$ cat config.mk
export PLATFORM = sky130hd
export DESIGN_NAME = sadc_capture_top
export DESIGN_NICKNAME = d
export VERILOG_FILES = /design/src/logic/sadc_pkg.sv /design/src/logic/sadc_capture_top.sv
export SDC_FILE = /design/constraint.sdc
export NUM_CORES = 1
export LEC_CHECK = 0
export BUFFER_PORTS_ARGS = -buffer_cell sky130_fd_sc_hd__clkbuf_2
export CORE_MARGIN = 3
export CORE_UTILIZATION = 55
export CTS_CLUSTER_SIZE = 12
export DETAILED_ROUTE_END_ITERATION = 6
export PLACE_DENSITY_LB_ADDON = 0.2
export REMOVE_ABC_BUFFERS = 1
export SLEW_MARGIN = 10
export SYNTH_ARGS = -nofsm -noshare
export SYNTH_HDL_FRONTEND = slang
export SYNTH_SLANG_ARGS = --single-unit
export TNS_END_PERCENT = 5
$ cat constraint.sdc
create_clock -name sys_clk_i -period 5.8 [get_ports sys_clk_i]
set_clock_uncertainty 0.15 [all_clocks]
set_input_delay 1.16 -clock sys_clk_i [delete_from_list [all_inputs] [get_ports sys_clk_i]]
set_output_delay 1.16 -clock sys_clk_i [all_outputs]
set_load 0.05 [all_outputs]
$ cat src/logic/sadc_pkg.sv
// Purpose: Shared constants for the slope converter timer and capture block.
// Assumes: APB with 32-bit data; printed offsets are word indices.
// Notes:   Byte address of each register is four times its index.
package sadc_pkg;

  // ************************************************************
  // Bus geometry
  // ************************************************************
  localparam int unsigned ADDR_W = 12;
  localparam int unsigned IDX_W  = 10;

  // ************************************************************
  // Register indices
  // ************************************************************
  localparam logic [IDX_W-1:0] IDX_CNT_LOW   = 10'h00E;
  localparam logic [IDX_W-1:0] IDX_CNT_HIGH  = 10'h00F;
  localparam logic [IDX_W-1:0] IDX_CAP_LOW   = 10'h015;
  localparam logic [IDX_W-1:0] IDX_CAP_HIGH  = 10'h016;
  localparam logic [IDX_W-1:0] IDX_CTRL0     = 10'h01F;
  localparam logic [IDX_W-1:0] IDX_CTRL1     = 10'h09F;
  localparam logic [IDX_W-1:0] IDX_INTCTRL   = 10'h00B;
  localparam logic [IDX_W-1:0] IDX_PFLAG     = 10'h00C;
  localparam logic [IDX_W-1:0] IDX_PENABLE   = 10'h08C;
  localparam logic [IDX_W-1:0] IDX_SLEEP     = 10'h08F;

  // ************************************************************
  // Field positions
  // ************************************************************
  localparam int unsigned CTRL0_CHAN_LSB   = 4;
  localparam int unsigned CTRL0_RAMP_RST   = 1;
  localparam int unsigned CTRL1_CUR_LSB    = 4;
  localparam int unsigned SLP_REF_DISABLE  = 5;
  localparam int unsigned SLP_CONV_DISABLE = 0;
  localparam int unsigned FLAG_CAPTURE     = 1;
  localparam int unsigned FLAG_OVERFLOW    = 0;
  localparam int unsigned INTC_GLOBAL      = 7;
  localparam int unsigned INTC_PERIPH      = 6;

  // ************************************************************
  // Reset and mask values
  // ************************************************************
  localparam logic [7:0]  CTRL0_RESET    = 8'h02;
  localparam logic [7:0]  CTRL0_WR_MASK  = 8'hF7;
  localparam logic [7:0]  CTRL1_RESET    = 8'h00;
  localparam logic [7:0]  SLEEP_RESET    = 8'h21;
  localparam logic [7:0]  SLEEP_WR_MASK  = 8'h21;
  localparam logic [15:0] CNT_RESET      = 16'h0000;
  localparam logic [15:0] CNT_MAX        = 16'hFFFF;

  // ************************************************************
  // Channel codes and source lines
  // ************************************************************
  localparam logic [3:0] CH_EXT_LOW_LAST  = 4'h3;
  localparam logic [3:0] CH_BANDGAP       = 4'h4;
  localparam logic [3:0] CH_SLOPE_REF_HI  = 4'h5;
  localparam logic [3:0] CH_SLOPE_REF_LO  = 4'h6;
  localparam logic [3:0] CH_TEMP          = 4'h7;
  localparam logic [3:0] CH_PREF_A        = 4'h8;
  localparam logic [3:0] CH_PREF_B        = 4'h9;
  localparam logic [3:0] CH_EXT_HIGH_1ST  = 4'hA;
  localparam logic [3:0] CH_EXT_HIGH_LAST = 4'hD;
  localparam int unsigned SRC_BANDGAP     = 8;
  localparam int unsigned SRC_SLOPE_HI    = 9;
  localparam int unsigned SRC_SLOPE_LO    = 10;
  localparam int unsigned SRC_TEMP        = 11;
  localparam int unsigned SRC_PREF_A      = 12;
  localparam int unsigned SRC_PREF_B      = 13;

  // ************************************************************
  // Timing
  // ************************************************************
  localparam int unsigned CLK_MHZ         = 10;
  localparam int unsigned DISCHARGE_US    = 200;
  localparam int unsigned DISCHARGE_CYC   = DISCHARGE_US * CLK_MHZ;
  localparam logic [10:0] DISCHARGE_LAST  = 11'(DISCHARGE_CYC);

endpackage : sadc_pkg

$ cat src/logic/sadc_capture_top.sv
// Purpose: Counter, capture and control registers of a single-slope converter.
// Assumes: One 10 MHz clock; comparator input is asynchronous.
// Notes:   APB slave, zero wait states, read data sampled in the setup cycle.
//
// Overview of operation
// - Sixteen-bit counter adds one each clock unless ramp reset, sleep or a pending high-byte write holds it.
// - Clearing ramp reset starts counting and ramp charging together.
// - Comparator falling edge copies the counter into the capture register.
// - Counter keeps counting after a capture.
// - A capture sets the capture flag, bit 1 of the flag register.
// - Capture request needs capture, global and peripheral enables all set.
// - At most one capture per conversion cycle.
// - Wrap from FFFFh to 0000h sets the overflow flag, bit 0, unless a write to either counter byte lands in the same cycle.
// - Counter keeps counting from zero after a wrap.
// - Overflow request needs overflow, global and peripheral enables all set.
// - Reset clears the counter; only counting or writes change it afterwards.
// - Counter and capture register are byte pairs at 0Eh/0Fh and 15h/16h.
// - Counter spans 65,536 states, clocked by the system oscillator.
// - Four-bit channel code selects one of fourteen sources; two reserved.
// - Ramp reset is control 0 bit 1, resets to one, stops the counter.
// - Ramp current sources are off while ramp reset is set.
//
// The APB interface to the registers is this design's own decision.
`timescale 1ns/100ps
module sadc_capture_top
  import sadc_pkg::*;
(
  input  wire logic                      sys_clk_i,
  input  wire logic                      sys_rst_i,
  input  wire logic                      psel_i,
  input  wire logic                      penable_i,
  input  wire logic                      pwrite_i,
  input  wire logic [sadc_pkg::ADDR_W-1:0] paddr_i,
  input  wire logic [31:0]               pwdata_i,
  input  wire logic [3:0]                pstrb_i,
  output logic      [31:0]               prdata_o,
  output logic                           pready_o,
  output logic                           pslverr_o,
  input  wire logic                      comparator_i,
  output logic      [3:0]                channel_select_o,
  output logic      [15:0]               source_onehot_o,
  output logic      [3:0]                current_select_o,
  output logic                           ramp_discharge_o,
  output logic                           ramp_discharged_o,
  output logic                           reference_enable_o,
  output logic                           converter_enable_o,
  output logic                           capture_irq_o,
  output logic                           overflow_irq_o
);
  import sadc_pkg::*;

  // ************************************************************
  // State
  // ************************************************************
  typedef struct packed {
    logic [15:0] cnt;
    logic [7:0]  hi_hold;
    logic        load_pend;
    logic [15:0] cap;
    logic [7:0]  ctrl0;
    logic [7:0]  ctrl1;
    logic [7:0]  sleep;
    logic [1:0]  flags;
    logic [1:0]  enables;
    logic        gie;
    logic        peie;
    logic        cmp_s1;
    logic        cmp_s2;
    logic        cmp_prev;
    logic        captured;
    logic [10:0] dis_cnt;
    logic [31:0] rdata;
    logic        cap_irq;
    logic        ovf_irq;
  } sadc_state_s;

  sadc_state_s st_q;
  sadc_state_s st_d;

  logic             wr_en;
  logic             rd_setup;
  logic [IDX_W-1:0] idx;
  logic             mapped;
  logic             ramp_rst;
  logic             conv_en;
  logic             run;
  logic             cap_evt;
  logic             ovf_evt;
  logic             wr_cnt_lo;
  logic             wr_cnt_hi;
  logic [31:0]      rd_val;

  // ************************************************************
  // Bus decode and control terms
  // ************************************************************
  always_comb
  begin
    idx       = paddr_i[ADDR_W-1:2];
    mapped    = (idx == IDX_CNT_LOW) || (idx == IDX_CNT_HIGH) || (idx == IDX_CAP_LOW) ||
                (idx == IDX_CAP_HIGH) || (idx == IDX_CTRL0) || (idx == IDX_CTRL1) ||
                (idx == IDX_INTCTRL) || (idx == IDX_PFLAG) || (idx == IDX_PENABLE) ||
                (idx == IDX_SLEEP);
    wr_en     = psel_i && penable_i && pwrite_i && pstrb_i[0] && mapped;
    rd_setup  = psel_i && !penable_i && !pwrite_i;
    wr_cnt_lo = wr_en && (idx == IDX_CNT_LOW);
    wr_cnt_hi = wr_en && (idx == IDX_CNT_HIGH);
    ramp_rst  = st_q.ctrl0[CTRL0_RAMP_RST];
    conv_en   = !st_q.sleep[SLP_REF_DISABLE] && !st_q.sleep[SLP_CONV_DISABLE];
    run       = conv_en && !ramp_rst && !st_q.load_pend;
    cap_evt   = run && st_q.cmp_prev && !st_q.cmp_s2 && !st_q.captured;
    ovf_evt   = run && (st_q.cnt == CNT_MAX) && !wr_cnt_lo && !wr_cnt_hi;
  end

  // ************************************************************
  // Read mux
  // ************************************************************
  always_comb
  begin
    rd_val = 32'h0000_0000;
    if (idx == IDX_CNT_LOW)
    begin
      rd_val[7:0] = st_q.cnt[7:0];
    end
    else if (idx == IDX_CNT_HIGH)
    begin
      rd_val[7:0] = st_q.cnt[15:8];
    end
    else if (idx == IDX_CAP_LOW)
    begin
      rd_val[7:0] = st_q.cap[7:0];
    end
    else if (idx == IDX_CAP_HIGH)
    begin
      rd_val[7:0] = st_q.cap[15:8];
    end
    else if (idx == IDX_CTRL0)
    begin
      rd_val[7:0] = st_q.ctrl0;
    end
    else if (idx == IDX_CTRL1)
    begin
      rd_val[7:0] = st_q.ctrl1;
    end
    else if (idx == IDX_INTCTRL)
    begin
      rd_val[INTC_GLOBAL] = st_q.gie;
      rd_val[INTC_PERIPH] = st_q.peie;
    end
    else if (idx == IDX_PFLAG)
    begin
      rd_val[1:0] = st_q.flags;
    end
    else if (idx == IDX_PENABLE)
    begin
      rd_val[1:0] = st_q.enables;
    end
    else if (idx == IDX_SLEEP)
    begin
      rd_val[7:0] = st_q.sleep;
    end
  end

  // ************************************************************
  // Next state
  // ************************************************************
  always_comb
  begin
    st_d = st_q;
    // Comparator synchroniser and edge history.
    st_d.cmp_s1   = comparator_i;
    st_d.cmp_s2   = st_q.cmp_s1;
    st_d.cmp_prev = st_q.cmp_s2;

    // Counting wraps naturally through all 65,536 states.
    if (run)
    begin
      st_d.cnt = st_q.cnt + 16'h0001;
    end

    // Ramp reset re-arms the single capture of a conversion cycle.
    if (ramp_rst)
    begin
      st_d.captured = 1'b0;
    end
    else if (cap_evt)
    begin
      st_d.captured = 1'b1;
    end
    if (cap_evt)
    begin
      st_d.cap = st_q.cnt;
    end

    // Discharge time is counted while ramp reset stays set.
    if (!ramp_rst)
    begin
      st_d.dis_cnt = 11'h000;
    end
    else if (st_q.dis_cnt != DISCHARGE_LAST)
    begin
      st_d.dis_cnt = st_q.dis_cnt + 11'h001;
    end

    if (wr_cnt_hi)
    begin
      st_d.hi_hold   = pwdata_i[7:0];
      st_d.load_pend = 1'b1;
    end
    if (wr_cnt_lo)
    begin
      st_d.cnt       = st_q.load_pend ? {st_q.hi_hold, pwdata_i[7:0]}
                                      : {st_q.cnt[15:8], pwdata_i[7:0]};
      st_d.load_pend = 1'b0;
    end
    if (wr_en && (idx == IDX_CAP_LOW))
    begin
      st_d.cap[7:0] = pwdata_i[7:0];
    end
    if (wr_en && (idx == IDX_CAP_HIGH))
    begin
      st_d.cap[15:8] = pwdata_i[7:0];
    end
    if (wr_en && (idx == IDX_CTRL0))
    begin
      st_d.ctrl0 = pwdata_i[7:0] & CTRL0_WR_MASK;
    end
    if (wr_en && (idx == IDX_CTRL1))
    begin
      st_d.ctrl1 = pwdata_i[7:0];
    end
    if (wr_en && (idx == IDX_INTCTRL))
    begin
      st_d.gie  = pwdata_i[INTC_GLOBAL];
      st_d.peie = pwdata_i[INTC_PERIPH];
    end
    if (wr_en && (idx == IDX_PENABLE))
    begin
      st_d.enables = pwdata_i[1:0];
    end
    if (wr_en && (idx == IDX_SLEEP))
    begin
      st_d.sleep = pwdata_i[7:0] & SLEEP_WR_MASK;
    end

    // Flags: a hardware set in the same cycle as a software clear wins.
    if (wr_en && (idx == IDX_PFLAG))
    begin
      st_d.flags = pwdata_i[1:0];
    end
    if (cap_evt)
    begin
      st_d.flags[FLAG_CAPTURE] = 1'b1;
    end
    if (ovf_evt)
    begin
      st_d.flags[FLAG_OVERFLOW] = 1'b1;
    end

    st_d.cap_irq = st_q.flags[FLAG_CAPTURE] && st_q.enables[FLAG_CAPTURE] &&
                   st_q.gie && st_q.peie;
    st_d.ovf_irq = st_q.flags[FLAG_OVERFLOW] && st_q.enables[FLAG_OVERFLOW] &&
                   st_q.gie && st_q.peie;

    if (rd_setup)
    begin
      st_d.rdata = rd_val;
    end
  end

  always_ff @(posedge sys_clk_i or posedge sys_rst_i)
  begin
    if (sys_rst_i)
    begin
      st_q       <= '0;
      st_q.cnt   <= CNT_RESET;
      st_q.ctrl0 <= CTRL0_RESET;
      st_q.ctrl1 <= CTRL1_RESET;
      st_q.sleep <= SLEEP_RESET;
    end
    else
    begin
      st_q <= st_d;
    end
  end

  // ************************************************************
  // Channel decode
  // ************************************************************
  always_comb
  begin
    logic [3:0] ch;
    ch              = st_q.ctrl0[CTRL0_CHAN_LSB +: 4];
    source_onehot_o = 16'h0000;
    if (ch <= CH_EXT_LOW_LAST)
    begin
      source_onehot_o[ch] = 1'b1;
    end
    else if (ch == CH_BANDGAP)
    begin
      source_onehot_o[SRC_BANDGAP] = 1'b1;
    end
    else if (ch == CH_SLOPE_REF_HI)
    begin
      source_onehot_o[SRC_SLOPE_HI] = 1'b1;
    end
    else if (ch == CH_SLOPE_REF_LO)
    begin
      source_onehot_o[SRC_SLOPE_LO] = 1'b1;
    end
    else if (ch == CH_TEMP)
    begin
      source_onehot_o[SRC_TEMP] = 1'b1;
    end
    else if (ch == CH_PREF_A)
    begin
      source_onehot_o[SRC_PREF_A] = 1'b1;
    end
    else if (ch == CH_PREF_B)
    begin
      source_onehot_o[SRC_PREF_B] = 1'b1;
    end
    else if (ch <= CH_EXT_HIGH_LAST)
    begin
      source_onehot_o[ch - CH_EXT_HIGH_1ST + 4'h4] = 1'b1;
    end
  end

  // ************************************************************
  // Outputs
  // ************************************************************
  assign prdata_o           = st_q.rdata;
  assign pready_o           = 1'b1;
  assign pslverr_o          = psel_i && penable_i && !mapped;
  assign channel_select_o   = st_q.ctrl0[CTRL0_CHAN_LSB +: 4];
  assign current_select_o   = ramp_rst ? 4'h0 : st_q.ctrl1[CTRL1_CUR_LSB +: 4];
  assign ramp_discharge_o   = ramp_rst;
  assign ramp_discharged_o  = ramp_rst && (st_q.dis_cnt == DISCHARGE_LAST);
  assign reference_enable_o = !st_q.sleep[SLP_REF_DISABLE];
  assign converter_enable_o = conv_en;
  assign capture_irq_o      = st_q.cap_irq;
  assign overflow_irq_o     = st_q.ovf_irq;
endmodule : sadc_capture_top

==> metrics <==
run status=complete, but fails checks; failing checks=design-rule violations; layout cells sized above 1=20.7%; largest net degree at the start of global routing=63; Starting Density=57.1%; first-pass GRT wire length=around 23,000 µm; setup violators final=0; Clk network pwr share=between 30% and 40%; Final ANT Viol Nets=0; Num CTS Buffers=9; final hold viol count=0; ANT cells=0; hold_buf cts=0; asr flop ratio synth=100%; Slew @ Worst Pin=1.07 ns; Max stage delay on crit path=0.72 ns; RSZ-0062 raised after global routing=false; vias in the first global route=around 4,300; critical-path cell list=clkbuf_2 > nor4_1 > a31oi_1 > clkbuf_2; VDD IR max=roughly 0.00016 V; synthesis warning total=0; Seq/Total Area, Yosys=approximately two fifths; routed wire length per instance=~19 µm; CTS tree=built; die width=105 µm; Worst R2R Setup Slack=3.15 ns; Seq pwr share=50.7%; vias post-DR=4,541; clk sinks=89; hold_ws=roughly 0.20 ns; NetSw=between 0.3 and 0.4 mW; routability cong.=0.937; antenna violations before repair=0; Max clock buf depth=2; PostCTS Resize Cnt=0; Clock Latency Late Sink=0.36 ns; Pre-antenna DRT Iters=7; Yosys reg bits=between 80 and 90; crit-path leading delay family=simple AND/OR/NAND/NOR gates; Distinct cells, synth=67; nature of the critical path endpoint=output pin; Worst Path Class, Setup=primary input to output pin; Post-synth EDFFs=0; Critical Path Fanout Max=8; maximum clock frequency=261 MHz; CP most frequent cell=clkbuf_2; final max-slew violation count=0; setup_tns=0 ns; Netlist Area Pre-Place=roughly 5400 µm²; initial drt markers=463; startpoint types=primary input; core footprint=between 9000 and 10,000 µm²; Max Cap Viol=0; Reg clk slew, reported paths=0.08 ns; Worst Path Required=4.49 ns; nets=roughly 670; Leak Pwr=2.48 nW; PortBufs=63; # IOs=118; DIE HEIGHT=105 µm; Die ar.=11,000 µm²; switch share=around 27%; Worst EP arrival=2.52 ns; CTS Root Cell=clkbuf_8; Final Util=between 60% and 70%; dpl hpwl=10,000 µm; final period utilization=66.1%; CP bufs+invs=2; Mapped Cells=574; FP Rows=35; P_int=around 0.91 mW; drt drc=2; Mapped Avg Cell Area=9.33 µm²; Vias/cell=6.12; Critical Path Slowest Stage Cell=nor4_1; Tmin final=3.83 ns; total track usage=about a quarter; H-tree levels=3; PD cells=217 nW/µm²; Max-Slew Margin vs Limit=28.9%; synth-to-layout area growth=7.48%; global route total overflow=0; ys flop type=dfrtp_1; Routed WL=13,900 µm; Comb power frac=a little under an eighth; Post-CTS Setup Repair Bufs=0; HP Class=flop to flop
-- worst paths after layout --
check	end	start	cells past startpoint
min in group asynchronous	st_d[46]	sys_rst_i	2
min reg2reg	st_d[46]	st_d[47]	0
min	st_d[46]	st_d[47]	0
max	pslverr_o	paddr_i[8]	4
max in group asynchronous	st_q[86]	sys_rst_i	3
max reg2reg	st_q[91]	ramp_discharge_o	5
-- worst register-to-register path: stages, from the launching register on --
cell      delay, ns
dfstp_2        0.49
nor4_4         0.64
nand3b_1       0.29
nor2_4         0.58
mux2i_1        0.26
a21oi_1        0.09
-- cell usage in the layout, fill, tap and decap left out, drive strengths merged, types with 4 or more instances in the layout --
cell and n:
nor3 10, nand4 19, nand2b 8, mux2i 23, o211ai 4, nor2b 10, xor2 8, a31oi 4
inv 10, dfrtp 86, nand3 25, nand2 33, nor4 9, or3 7, nor3b 4, xnor2 9
buf 4, nor2 55, a211oi 7, mux2 29, conb 25, o21ai 16, and4 8, o22ai 7
and3 7, ha 4, a21oi 48, and2 15, clkbuf 76
-- power by group through the flow --
stage	Clock, mW	Sequential, mW	Combinational, mW
final	0.469	0.635	0.148
after global routing	0.502	0.636	0.159
after CTS	0.478	0.635	0.148
after detailed placement	0	0.647	0.147
after global placement	0	0.647	0.146
after floorplan	0	0.670	0.0737
-- cell usage after synthesis, drive strengths merged, types with 3 or more instances --
cell type	number	area [µm²]
ha	4	50.1
nor2	55	214
buf	46	328
dfrtp	86	2150
o211ai	4	30.0
or3	7	43.8
o22ai	7	43.8
a21oi	48	240
a211oi	7	52.6
a31oi	4	25.0
nor3	10	55.1
nand3	25	130
nand4	19	119
xor2	8	70.1
inv	11	41.3
nand2	33	124
nor2b	10	62.6
or4	3	30.0
xnor2	9	78.8
and4	8	70.1
clkbuf	21	80.1
nor3b	4	30.0
mux2i	23	230
and2	15	93.8
nor4	9	83.8
and3	7	43.8
nand2b	8	50.1
mux2	29	327
o21ai	16	80.1
dfstp	3	78.8
-- metal layers --
metal	share of wire, %	track usage, %
met5	0	0
met4	3.2	10.0
met3	8.3	4.32
met2	45	39.8
met1	43	38.1
-- through the flow --
stage | power [mW] | worst slack (ns) | cells | area [µm²]
floorplan | 0.744 | 1.84 | 530 | 5030
global placement | 0.793 | 2.00 | 726 | 5540
detailed placement | 0.794 | 1.99 | 726 | 5540
CTS | 1.26 | 1.98 | 742 | 5760
global route | 1.30 | 1.86 | 742 | 5760
finish | 1.25 | 1.97 | 742 | 5760
-- cell families (layout without fill, tap and decap cells) --
group	after synthesis	after routing	share of synthesized area (%)
compound gates	107	107	12.3
xor+xnor	17	17	2.78
fa+ha+maj	4	4	0.935
buf+inv	78	94	8.39
flops	89	89	41.7
mux	52	52	10.4
other cells	2	25	0.140
simple gates	225	225	23.4
-- area by class of cell --
| class | instances | area [µm²] |
|---|---|---|
| tap | 129 | 161 |
| multi-input combinational | 430 | 2760 |
| clock inverter | 3 | 65.1 |
| timing repair buffer | 67 | 345 |
| fill | 818 | 3620 |
| sequential | 89 | 2230 |
| inverter | 11 | 42.5 |
| clock buffer | 13 | 149 |
-- registers in the layout, summed over array words and instances (netlist names) --
name / flops
st_q: 72
capture_irq_o: 1
overflow_irq_o: 1
channel_select_o: 4
ramp_discharge_o: 1
prdata_o: 8
st_d: 2
(Power assumes the default switching activity.)
